===== src/hdl/rcc_pkg.sv =====
package rcc_pkg;

    // Clock and power-system timing.
    localparam int unsigned CLK_HZ = 20_000_000;
    localparam int unsigned NOM_FREQ_HZ = 60;
    localparam int unsigned TICKS_PER_CYCLE = 4;
    localparam int unsigned TICK_SHIFT = 2;
    localparam int unsigned TICK_CLKS =
        CLK_HZ / (NOM_FREQ_HZ * TICKS_PER_CYCLE);

    // Register port, setting and counter widths.
    localparam int unsigned AW = 3;
    localparam int unsigned DW = 16;
    localparam int unsigned CYC_W = 16;
    localparam int unsigned CNT_W = CYC_W + TICK_SHIFT;
    localparam int unsigned SHOT_W = 2;

    // Register offsets (word index on the plain register port).
    localparam logic [AW-1:0] REG_CTRL = 3'h0;
    localparam logic [AW-1:0] REG_STATE = 3'h1;
    localparam logic [AW-1:0] REG_IRQ_STAT = 3'h2;
    localparam logic [AW-1:0] REG_IRQ_MASK = 3'h3;
    localparam logic [AW-1:0] REG_LO_RESET = 3'h4;
    localparam logic [AW-1:0] REG_MIN_TRIP = 3'h5;
    localparam logic [AW-1:0] REG_OPEN_INT1 = 3'h6;
    localparam logic [AW-1:0] REG_TOC_DELAY = 3'h7;

    // Setting reset values, all in power-system cycles.
    localparam logic [CYC_W-1:0] LO_RESET_RST = 16'h012c;
    localparam logic [CYC_W-1:0] MIN_TRIP_RST = 16'h0009;
    localparam logic [CYC_W-1:0] OPEN_INT1_RST = 16'h001e;
    localparam logic [CYC_W-1:0] TOC_DELAY_RST = 16'h003c;

    // Control register fields.
    localparam int unsigned CTRL_MANUAL_CLOSE = 0;

    // State register fields.
    localparam int unsigned F_TRIP = 0;
    localparam int unsigned F_CLOSE = 1;
    localparam int unsigned F_LOCKOUT = 2;
    localparam int unsigned F_CYCLE = 3;
    localparam int unsigned F_BREAKER = 4;
    localparam int unsigned F_ENABLE = 5;
    localparam int unsigned F_SHOT = 6;
    localparam int unsigned F_PH_PU = 8;
    localparam int unsigned F_RES_PU = 9;
    localparam int unsigned F_PH_TOC = 10;
    localparam int unsigned F_RES_TOC = 11;
    localparam int unsigned F_MANUAL = 12;

    // Interrupt event bits.
    localparam int unsigned EV_W = 5;
    localparam int unsigned EV_TRIP = 0;
    localparam int unsigned EV_RECLOSE = 1;
    localparam int unsigned EV_LOCKOUT = 2;
    localparam int unsigned EV_LO_EXIT = 3;
    localparam int unsigned EV_TOC = 4;

    // Reclosing states, Gray coded along reset, cycle, lockout.
    typedef enum logic [1:0] {
        ST_RESET = 2'h0,
        ST_CYCLE = 2'h1,
        ST_LOCKOUT = 2'h3
    } rcc_state_t;

    // Field-side inputs, all asynchronous to sys_clk_i.
    typedef struct packed {
        logic reclose_enable_input;
        logic breaker_status_input;
        logic phase_instant_overcurrent;
        logic phase_fault;
        logic residual_fault;
    } rcc_pins_t;

    // Register port request.
    typedef struct packed {
        logic [AW-1:0] addr;
        logic [DW-1:0] wdata;
        logic wr;
        logic rd;
    } rcc_bus_t;

endpackage


===== src/hdl/rcc_reclose_ctrl.sv =====
// Behaviour
// - With the enable input low, drive-to-lockout holds and forces lockout.
// - The manual-close local bit is close initiate and asserts close output.
// - The local bit clears within a quarter cycle; the close stays latched.
// - A closed breaker status input releases the latched close output.
// - Lockout leaves for reset once the breaker stays closed 300 cycles.
// - Both time-overcurrent pickups assert on the tick their timing starts.
// - Instant phase pickup at shot zero trips and, from reset, enters the reclose cycle; in lockout it trips only.
// - A low breaker status input means open, which ends the trip hold.
// - Trip stays asserted for at least the minimum trip time, 9 cycles.
// - The first open interval is stalled until the trip output drops.
// - The close output asserts when the 30-cycle first open interval ends.
//
// Our own choices: the strobed register port and the placing of the registers.
`timescale 1ns/100ps
module rcc_reclose_ctrl import rcc_pkg::*; #(
    parameter int unsigned TICK_DIV = TICK_CLKS,
    parameter int unsigned MAX_SHOTS = 1
) (
    input wire logic sys_clk_i,
    input wire logic rst_i,
    input wire rcc_pins_t pins_i,
    input wire rcc_bus_t bus_i,
    output logic [DW-1:0] rdata_o,
    output logic trip_output_contact_o,
    output logic close_output_contact_o,
    output logic phase_toc_pickup_o,
    output logic residual_toc_pickup_o,
    output logic lockout_state_o,
    output logic reclose_cycle_state_o,
    output logic irq_o
);

    localparam int unsigned PIN_W = $bits(rcc_pins_t);
    localparam int unsigned DIV_W = (TICK_DIV > 1) ? $clog2(TICK_DIV) : 1;
    localparam logic [DIV_W-1:0] DIV_LAST = DIV_W'(TICK_DIV - 1);
    localparam logic [SHOT_W-1:0] SHOT_MAX = SHOT_W'(MAX_SHOTS);

    // Converts a setting in cycles into quarter-cycle ticks.
    function automatic logic [CNT_W-1:0] cyc2tick(input logic [CYC_W-1:0] c);
        cyc2tick = CNT_W'(c) << TICK_SHIFT;
    endfunction

    ////////////////////////////////////////////////////////////////////////
    // Input synchronisers

    logic [PIN_W-1:0] sync1;
    logic [PIN_W-1:0] sync2;
    logic [PIN_W-1:0] sync3;
    logic [PIN_W-1:0] pin_q;
    logic [PIN_W-1:0] next_pin_q;
    rcc_pins_t pin;

    // A bit changes only once the second and third stages agree, so a
    // single metastable sample can never reach the protection logic.
    always_comb begin
        next_pin_q = (pin_q & (sync2 ^ sync3)) | (sync3 & ~(sync2 ^ sync3));
    end

    always_ff @(posedge sys_clk_i) begin
        if (rst_i) begin
            sync1 <= '0;
            sync2 <= '0;
            sync3 <= '0;
            pin_q <= '0;
        end else begin
            sync1 <= pins_i;
            sync2 <= sync1;
            sync3 <= sync2;
            pin_q <= next_pin_q;
        end
    end

    assign pin = rcc_pins_t'(pin_q);

    ////////////////////////////////////////////////////////////////////////
    // Quarter-cycle processing tick

    logic [DIV_W-1:0] div_cnt;
    logic [DIV_W-1:0] next_div_cnt;
    logic tick;
    logic next_tick;

    // One pulse every quarter power-system cycle drives all timers.
    always_comb begin
        next_tick = (div_cnt == DIV_LAST);
        next_div_cnt = next_tick ? '0 : div_cnt + 1'b1;
    end

    always_ff @(posedge sys_clk_i) begin
        if (rst_i) begin
            div_cnt <= '0;
            tick <= 1'b0;
        end else begin
            div_cnt <= next_div_cnt;
            tick <= next_tick;
        end
    end

    ////////////////////////////////////////////////////////////////////////
    // Registers

    logic [CYC_W-1:0] cfg_lo_reset;
    logic [CYC_W-1:0] cfg_min_trip;
    logic [CYC_W-1:0] cfg_open_int1;
    logic [CYC_W-1:0] cfg_toc_delay;
    logic [EV_W-1:0] irq_mask;
    logic [EV_W-1:0] irq_status;
    logic manual_close_local_bit;
    logic [CYC_W-1:0] next_cfg_lo_reset;
    logic [CYC_W-1:0] next_cfg_min_trip;
    logic [CYC_W-1:0] next_cfg_open_int1;
    logic [CYC_W-1:0] next_cfg_toc_delay;
    logic [EV_W-1:0] next_irq_mask;
    logic [EV_W-1:0] next_irq_status;
    logic next_manual_close_local_bit;
    logic [DW-1:0] next_rdata;
    logic next_irq;
    logic [EV_W-1:0] events;
    logic [DW-1:0] state_word;

    // Status bits are write-one-to-clear, and a new event beats the clear.
    always_comb begin
        next_cfg_lo_reset = cfg_lo_reset;
        next_cfg_min_trip = cfg_min_trip;
        next_cfg_open_int1 = cfg_open_int1;
        next_cfg_toc_delay = cfg_toc_delay;
        next_irq_mask = irq_mask;
        next_irq_status = irq_status;
        next_manual_close_local_bit = manual_close_local_bit;
        next_rdata = '0;
        // The local bit lives exactly until the next tick has seen it.
        if (tick) begin
            next_manual_close_local_bit = 1'b0;
        end
        if (bus_i.wr) begin
            unique case (bus_i.addr)
                REG_CTRL: begin
                    if (bus_i.wdata[CTRL_MANUAL_CLOSE]) begin
                        next_manual_close_local_bit = 1'b1;
                    end
                end
                REG_IRQ_STAT: begin
                    next_irq_status = irq_status & ~bus_i.wdata[EV_W-1:0];
                end
                REG_IRQ_MASK: next_irq_mask = bus_i.wdata[EV_W-1:0];
                REG_LO_RESET: next_cfg_lo_reset = bus_i.wdata;
                REG_MIN_TRIP: next_cfg_min_trip = bus_i.wdata;
                REG_OPEN_INT1: next_cfg_open_int1 = bus_i.wdata;
                REG_TOC_DELAY: next_cfg_toc_delay = bus_i.wdata;
                default: ;
            endcase
        end
        next_irq_status = next_irq_status | events;
        if (bus_i.rd) begin
            unique case (bus_i.addr)
                REG_CTRL: next_rdata = DW'(manual_close_local_bit);
                REG_STATE: next_rdata = state_word;
                REG_IRQ_STAT: next_rdata = DW'(irq_status);
                REG_IRQ_MASK: next_rdata = DW'(irq_mask);
                REG_LO_RESET: next_rdata = cfg_lo_reset;
                REG_MIN_TRIP: next_rdata = cfg_min_trip;
                REG_OPEN_INT1: next_rdata = cfg_open_int1;
                REG_TOC_DELAY: next_rdata = cfg_toc_delay;
            endcase
        end
        next_irq = |(next_irq_status & next_irq_mask);
    end

    always_ff @(posedge sys_clk_i) begin
        if (rst_i) begin
            cfg_lo_reset <= LO_RESET_RST;
            cfg_min_trip <= MIN_TRIP_RST;
            cfg_open_int1 <= OPEN_INT1_RST;
            cfg_toc_delay <= TOC_DELAY_RST;
            irq_mask <= '0;
            irq_status <= '0;
            manual_close_local_bit <= 1'b0;
            rdata_o <= '0;
            irq_o <= 1'b0;
        end else begin
            cfg_lo_reset <= next_cfg_lo_reset;
            cfg_min_trip <= next_cfg_min_trip;
            cfg_open_int1 <= next_cfg_open_int1;
            cfg_toc_delay <= next_cfg_toc_delay;
            irq_mask <= next_irq_mask;
            irq_status <= next_irq_status;
            manual_close_local_bit <= next_manual_close_local_bit;
            rdata_o <= next_rdata;
            irq_o <= next_irq;
        end
    end

    ////////////////////////////////////////////////////////////////////////
    // Time-overcurrent pickup and timing, index 0 phase, 1 residual

    logic [1:0] fault_in;
    logic toc_pickup [2];
    logic toc_timed [2];
    logic [CNT_W-1:0] toc_cnt [2];
    logic [1:0] toc_expire;

    assign fault_in = {pin.residual_fault, pin.phase_fault};

    genvar gi;
    generate
        for (gi = 0; gi < 2; gi++) begin : g_toc
            logic next_pickup;
            logic next_timed;
            logic [CNT_W-1:0] next_cnt;

            // Pickup and timer both start on the tick that sees fault.
            always_comb begin
                next_pickup = toc_pickup[gi];
                next_timed = toc_timed[gi];
                next_cnt = toc_cnt[gi];
                if (tick) begin
                    next_pickup = fault_in[gi];
                    if (!fault_in[gi]) begin
                        next_cnt = '0;
                        next_timed = 1'b0;
                    end else if (toc_cnt[gi] < cyc2tick(cfg_toc_delay)) begin
                        next_cnt = toc_cnt[gi] + 1'b1;
                    end else begin
                        next_timed = 1'b1;
                    end
                end
                toc_expire[gi] = next_timed & ~toc_timed[gi];
            end

            always_ff @(posedge sys_clk_i) begin
                if (rst_i) begin
                    toc_pickup[gi] <= 1'b0;
                    toc_timed[gi] <= 1'b0;
                    toc_cnt[gi] <= '0;
                end else begin
                    toc_pickup[gi] <= next_pickup;
                    toc_timed[gi] <= next_timed;
                    toc_cnt[gi] <= next_cnt;
                end
            end
        end
    endgenerate

    assign phase_toc_pickup_o = toc_pickup[0];
    assign residual_toc_pickup_o = toc_pickup[1];

    ////////////////////////////////////////////////////////////////////////
    // Trip, close and reclosing state machine

    rcc_state_t state;
    rcc_state_t next_state;
    logic [SHOT_W-1:0] shot;
    logic [SHOT_W-1:0] next_shot;
    logic [CNT_W-1:0] trip_cnt;
    logic [CNT_W-1:0] next_trip_cnt;
    logic [CNT_W-1:0] oi_cnt;
    logic [CNT_W-1:0] next_oi_cnt;
    logic [CNT_W-1:0] rst_cnt;
    logic [CNT_W-1:0] next_rst_cnt;
    logic next_trip;
    logic next_close;
    logic shot_zero;
    logic fault_release_condition;
    logic drive_to_lockout;
    logic breaker_aux_contact;
    logic close_initiate;
    logic reclose_now;
    logic [CNT_W-1:0] trip_held;

    always_comb begin
        shot_zero = (shot == '0);
        fault_release_condition =
            pin.phase_instant_overcurrent & shot_zero;
        drive_to_lockout = ~pin.reclose_enable_input;
        breaker_aux_contact = pin.breaker_status_input;
        close_initiate = manual_close_local_bit;
        trip_held = trip_cnt + 1'b1;
        next_state = state;
        next_shot = shot;
        next_trip = trip_output_contact_o;
        next_close = close_output_contact_o;
        next_trip_cnt = trip_cnt;
        next_oi_cnt = oi_cnt;
        next_rst_cnt = rst_cnt;
        reclose_now = 1'b0;
        if (tick) begin
            // Trip is held while the fault or a closed breaker keeps it up,
            // and never for less than the minimum duration.
            if (fault_release_condition && !trip_output_contact_o) begin
                next_trip = 1'b1;
                next_trip_cnt = '0;
            end else if (trip_output_contact_o) begin
                if (trip_cnt < cyc2tick(cfg_min_trip)) begin
                    next_trip_cnt = trip_held;
                end
                if (trip_held >= cyc2tick(cfg_min_trip) &&
                    !fault_release_condition && !breaker_aux_contact) begin
                    next_trip = 1'b0;
                end
            end
            unique case (state)
                ST_LOCKOUT: begin
                    // Leaving lockout needs reclose enabled and a breaker
                    // that has stayed closed for the whole reset time.
                    if (breaker_aux_contact && !drive_to_lockout &&
                        !trip_output_contact_o) begin
                        next_rst_cnt = rst_cnt + 1'b1;
                        if (next_rst_cnt >= cyc2tick(cfg_lo_reset)) begin
                            next_state = ST_RESET;
                            next_rst_cnt = '0;
                            next_shot = '0;
                        end
                    end else begin
                        next_rst_cnt = '0;
                    end
                end
                ST_RESET: begin
                    next_rst_cnt = '0;
                    next_oi_cnt = '0;
                    if (drive_to_lockout) begin
                        next_state = ST_LOCKOUT;
                    end else if (fault_release_condition) begin
                        next_state = ST_CYCLE;
                    end
                end
                ST_CYCLE: begin
                    if (drive_to_lockout) begin
                        next_state = ST_LOCKOUT;
                        next_oi_cnt = '0;
                    end else if (trip_output_contact_o) begin
                        // Open interval waits while trip is up.
                        next_rst_cnt = '0;
                        if (shot >= SHOT_MAX && fault_release_condition) begin
                            next_state = ST_LOCKOUT;
                        end
                    end else if (shot == '0) begin
                        next_oi_cnt = oi_cnt + 1'b1;
                        if (next_oi_cnt >= cyc2tick(cfg_open_int1)) begin
                            reclose_now = 1'b1;
                            next_oi_cnt = '0;
                            next_shot = shot + 1'b1;
                        end
                    end else if (breaker_aux_contact) begin
                        // The reclose held: reuse the reset time to reclaim.
                        next_rst_cnt = rst_cnt + 1'b1;
                        if (next_rst_cnt >= cyc2tick(cfg_lo_reset)) begin
                            next_state = ST_RESET;
                            next_rst_cnt = '0;
                            next_shot = '0;
                        end
                    end else begin
                        next_rst_cnt = '0;
                    end
                end
                default: begin
                    next_state = ST_LOCKOUT;
                end
            endcase
            // Close latch: trip and a closed breaker both release it.
            if (next_trip || breaker_aux_contact) begin
                next_close = 1'b0;
            end else if (close_initiate || reclose_now) begin
                next_close = 1'b1;
            end
        end
        events = '0;
        events[EV_TRIP] = next_trip & ~trip_output_contact_o;
        events[EV_RECLOSE] = reclose_now;
        events[EV_LOCKOUT] = (next_state == ST_LOCKOUT) &&
                             (state != ST_LOCKOUT);
        events[EV_LO_EXIT] = (next_state != ST_LOCKOUT) &&
                             (state == ST_LOCKOUT);
        events[EV_TOC] = |toc_expire;
    end

    // Power-up sits in lockout until a closed breaker has been proven.
    always_ff @(posedge sys_clk_i) begin
        if (rst_i) begin
            state <= ST_LOCKOUT;
            shot <= '0;
            trip_cnt <= '0;
            oi_cnt <= '0;
            rst_cnt <= '0;
            trip_output_contact_o <= 1'b0;
            close_output_contact_o <= 1'b0;
            lockout_state_o <= 1'b1;
            reclose_cycle_state_o <= 1'b0;
        end else begin
            state <= next_state;
            shot <= next_shot;
            trip_cnt <= next_trip_cnt;
            oi_cnt <= next_oi_cnt;
            rst_cnt <= next_rst_cnt;
            trip_output_contact_o <= next_trip;
            close_output_contact_o <= next_close;
            lockout_state_o <= (next_state == ST_LOCKOUT);
            reclose_cycle_state_o <= (next_state == ST_CYCLE);
        end
    end

    // Live state for software.
    always_comb begin
        state_word = '0;
        state_word[F_TRIP] = trip_output_contact_o;
        state_word[F_CLOSE] = close_output_contact_o;
        state_word[F_LOCKOUT] = lockout_state_o;
        state_word[F_CYCLE] = reclose_cycle_state_o;
        state_word[F_BREAKER] = pin.breaker_status_input;
        state_word[F_ENABLE] = pin.reclose_enable_input;
        state_word[F_SHOT +: SHOT_W] = shot;
        state_word[F_PH_PU] = toc_pickup[0];
        state_word[F_RES_PU] = toc_pickup[1];
        state_word[F_PH_TOC] = toc_timed[0];
        state_word[F_RES_TOC] = toc_timed[1];
        state_word[F_MANUAL] = manual_close_local_bit;
    end

endmodule // rcc_reclose_ctrl


===== config.mk =====
export PLATFORM = sky130hd
export DESIGN_NAME = rcc_reclose_ctrl
export DESIGN_NICKNAME = d
export VERILOG_FILES = /design/src/hdl/rcc_pkg.sv /design/src/hdl/rcc_reclose_ctrl.sv
export SDC_FILE = /design/constraint.sdc
export NUM_CORES = 1
export LEC_CHECK = 0
export BUFFER_PORTS_ARGS = -buffer_cell sky130_fd_sc_hd__buf_4
export CORE_ASPECT_RATIO = 0.6
export CORE_MARGIN = 2
export CORE_UTILIZATION = 60
export CTS_CLUSTER_SIZE = 10
export DETAILED_ROUTE_END_ITERATION = 12
export GPL_TIMING_DRIVEN = 0
export PLACE_DENSITY = 0.78
export SYNTH_ARGS = -nofsm -noshare
export SYNTH_HDL_FRONTEND = slang
export SYNTH_SLANG_ARGS = --single-unit

===== constraint.sdc =====
create_clock -name sys_clk_i -period 9.7 [get_ports sys_clk_i]
set_input_delay 0.485 -clock sys_clk_i [delete_from_list [all_inputs] [get_ports sys_clk_i]]
set_output_delay 0.485 -clock sys_clk_i [all_outputs]
set_load 0.01 [all_outputs]

==> key figures <==
Run status
  – Status: completed

Drt
  – Routed Antenna Nets: 0
  – Initial detailed-routing violation count: 1761
  – Drt pass-1 iters: 5
  – Residual DRC: 0
  – Vias/cell: 6.40
  – WL final: 39.5 mm
  – DR WL/cell: 20.8 um
  – Via count: 12200

Floorplan
  – I/O pins: 51
  – Core area: 21100 sq um
  – Initial core utilization: 0.612
  – Die height: 118 um
  – Total die area: 22800 sq um
  – Die width: 193 um
  – Site Rows: 41

Final layout
  – Share of layout cells above drive strength 1: 0.0923
  – Layout Nets: 1757
  – Area growth syn-to-layout: 10.8%
  – Layout fillers: 1750

Logic synthesis
  – Async SR Flop Fraction: 0
  – Post-synth EDFFs: 0
  – Register area share after synthesis: 0.360
  – Mux contribution to synthesized area: 0.0353
  – Syn. warnings: 0
  – Adder-Cell Fraction of Synth Area: 0.101
  – Top cells by area, synth: dfxtp_1 36%, ha_1 10%, nand2_1 6.8%, a21oi_1 5.2%, xnor2_1 3.6%
  – Area fraction of the dominant cell type after synthesis: 0.360
  – Post-Synth XOR/XNOR Area: 0.0488
  – Complex-gate fraction of the synthesized area: 0.177
  – Mapped cell area: 12900 sq um
  – Cell taking the most area after synthesis: dfxtp_1
  – Post-Syn Nets: 1682
  – Library cells used by synthesis: 87
  – Main combinational cell family by area after synthesis: simple AND/OR/NAND/NOR gates
  – Register bit total from synthesis: 232
  – Top FF cell, synth: dfxtp_1
  – Post-synthesis simple-gate area fraction: 0.229
  – Cells after Synth: 1550
  – Syn avg cell area: 8.33 sq um

GRT
  – Grt total ovfl: 0
  – GR Layer Usage met2: 0.469
  – GRT Util Overall: 0.343
  – GR Util met1: 0.527
  – Largest net degree at the start of global routing: 14
  – Busiest layer in global routing: met1
  – Vias in the first global route: 11100
  – Initial antenna violation count: 2
  – Met3 usage: 0.0926
  – First-pass GRT wire length: 62.2 mm

STA
  – PnR worst setup slack: 5.41 ns
  – Setup TNS: 0 ns
  – Worst-margin pin slew: 1.10 ns
  – Max_slew headroom: 0.246
  – Setup violations, final: 0
  – Top achievable clock speed: 233 MHz
  – Final period utilization: 0.442
  – Final hold vios: 0
  – Clk_skew: 0.0145 ns
  – Tmin final: 4.29 ns
  – RSZ-0062 raised after global routing: false
  – Max Slew Vio Count: 0

Clocking
  – Longest Clk Path Bufs: 3
  – Post-CTS Setup Bufs: 0
  – Number of clock sinks: 232
  – Post-CTS sizing: 0
  – CTS tree: built
  – Worst-path clk slew: 0.06 ns
  – Clk Latency, worst-skew pair: 0.55 ns
  – CTS Buf Count: 27
  – Root Buffer: clkbuf_16
  – Number of hold buffers added after cts: 0
  – Htree depth: 1

Critical path
  – Critical path capture point type: flip-flop
  – Critical path destination: rst_cnt[3]
  – Worst R2R Path Depth: 15
  – Worst reg2reg endpoint: rst_cnt[3]
  – Crit-path max FO: 7
  – Crit path launch: rst_cnt[0]
  – CP required: 10.17 ns
  – Setup slack, reg-to-reg: 5.41 ns
  – Reg2reg start: rst_cnt[0]
  – Data arrival time at the worst-slack endpoint: 4.76 ns
  – Critical path type: flip-flop to flip-flop
  – CP Launch Type: flip-flop

Placed design
  – DP HPWL: 30.2 mm
  – GP Congestion: 1.02
  – Number of port buffers: 46
  – Dpl ws: 5.55 ns

Pwr
  – Switching Fraction: 0.242
  – Comb pwr share: 0.060
  – Worst IR Drop VDD: 146 uV
  – Clock group share of total power: 0.445
  – NetSw: 477 uW
  – Lkg Pwr: 0.00558 uW
  – PwrDens: 138 nW/um^2
  – Sequential share of power: 0.495
  – Cell-internal power: 1490 uW

Flow run
  – Max cap viols: 0

Worst hold path
  – Worst min-delay path category: primary input to flip-flop
-- layer usage --
layer	vias to the layer above	wire (um)
li1	5640	-
met1	5735	17300
met2	736	15600
met3	75	5780
met4	0	859
met5	-	0
-- through the flow --
step                cells  utilization  power, uW  cell area, sq um  hold slack (ns)
finish               1905        0.678       1970             14300            0.150
global route         1905        0.678       2020             14300            0.167
CTS                  1904        0.678       1970             14300            0.138
detailed placement   1875        0.645       1110             13600            0.434
global placement     1875        0.645       1100             13600            0.416
floorplan            1550            -       1060             12900            0.414
-- sequential cells by signal, indices dropped and copies added, names as in the netlist, 5 cells and up, named ones only --
name / count
cfg_lo_reset: 16
cfg_min_trip: 16
cfg_open_int1: 16
cfg_toc_delay: 16
div_cnt: 17
irq_mask: 5
irq_status: 5
oi_cnt: 18
rdata_o: 16
rst_cnt: 18
sync1: 5
sync2: 5
sync3: 5
toc_cnt: 36
trip_cnt: 18
-- power groups by stage --
| stage | Clock (uW) | Combinational [uW] | Sequential (uW) |
|---|---|---|---|
| final | 876 | 117 | 975 |
| after global routing | 918 | 125 | 975 |
| after CTS | 880 | 113 | 974 |
| after detailed placement | 0 | 112 | 995 |
| after global placement | 0 | 110 | 994 |
| after floorplan | 0 | 67.1 | 991 |
-- worst min-delay path by stage --
stage               startpoint        to  slack [ns]  cells after the start
finish               pins_i[2]  sync1[2]        0.15                      2
global route         pins_i[2]  sync1[2]        0.17                      2
CTS                  pins_i[2]  sync1[2]        0.14                      2
detailed placement    sync1[1]  sync2[1]        0.43                      1
global placement      sync1[4]  sync2[4]        0.42                      1
floorplan             sync1[0]  sync2[0]        0.41                      1
-- cell type report --
cell class,instances,area [sq um],area share
inverters,89,334,0.0234
repair buffers,46,345,0.0241
clock inverters,2,17.5,0.00122
clock buffers,27,676,0.0472
plain buffers,73,317,0.0221
diodes,1,2.50,0.000175
multi-input cells,1156,7620,0.533
well taps,279,349,0.0244
flip-flops and latches,232,4640,0.325
-- synthesized netlist by cell type (17+ instances only) --
cell and n:
a21oi_1 135, xnor2_1 53, a22oi_1 18, xor2_1 19
inv_1 87, dfxtp_1 232, nor2_1 117, nand2_1 234
a21o_1 17, ha_1 104, nor3_1 20, and3_1 23
nand4_1 28, o21ai_0 40, clkbuf_1 54, nor2b_1 34
nand3_1 72
-- kinds of logic after synthesis --
kind of cell	after synthesis
fa+ha+maj	104
simple gates	614
compound gates	336
xor+xnor	72
buf+inv	162
mux	30
flops	232
-- placed cells by master (no fill, tap or decap), drive strengths merged, types with 15 or more instances in the layout --
| cell | n |
|---|---|
| clkbuf | 81 |
| nand3 | 73 |
| a22oi | 18 |
| a21oi | 139 |
| buf | 65 |
| nand2 | 234 |
| nor2b | 34 |
| xor2 | 19 |
| nor3 | 22 |
| nor2 | 119 |
| nand4 | 28 |
| a21o | 18 |
| o211ai | 15 |
| or4 | 15 |
| xnor2 | 53 |
| and3 | 23 |
| o21ai | 45 |
| dfxtp | 232 |
| inv | 89 |
| ha | 104 |
-- worst max-delay path: stages (launching register included) --
cell and delay (ns):
dfxtp_1 0.44, ha_1 0.28, nand3_2 0.18, nor3_2 0.37, and3_1 0.20, buf_2 0.18, nand3_1 0.11, xnor2_1 0.26
ha_1 0.29, nand4_1 0.11, nor3_1 0.10, a311oi_1 0.42, nand3_1 0.27, a211oi_2 0.63, nand3_1 0.18, a31oi_1 0.19
(Power assumes the default switching activity.)
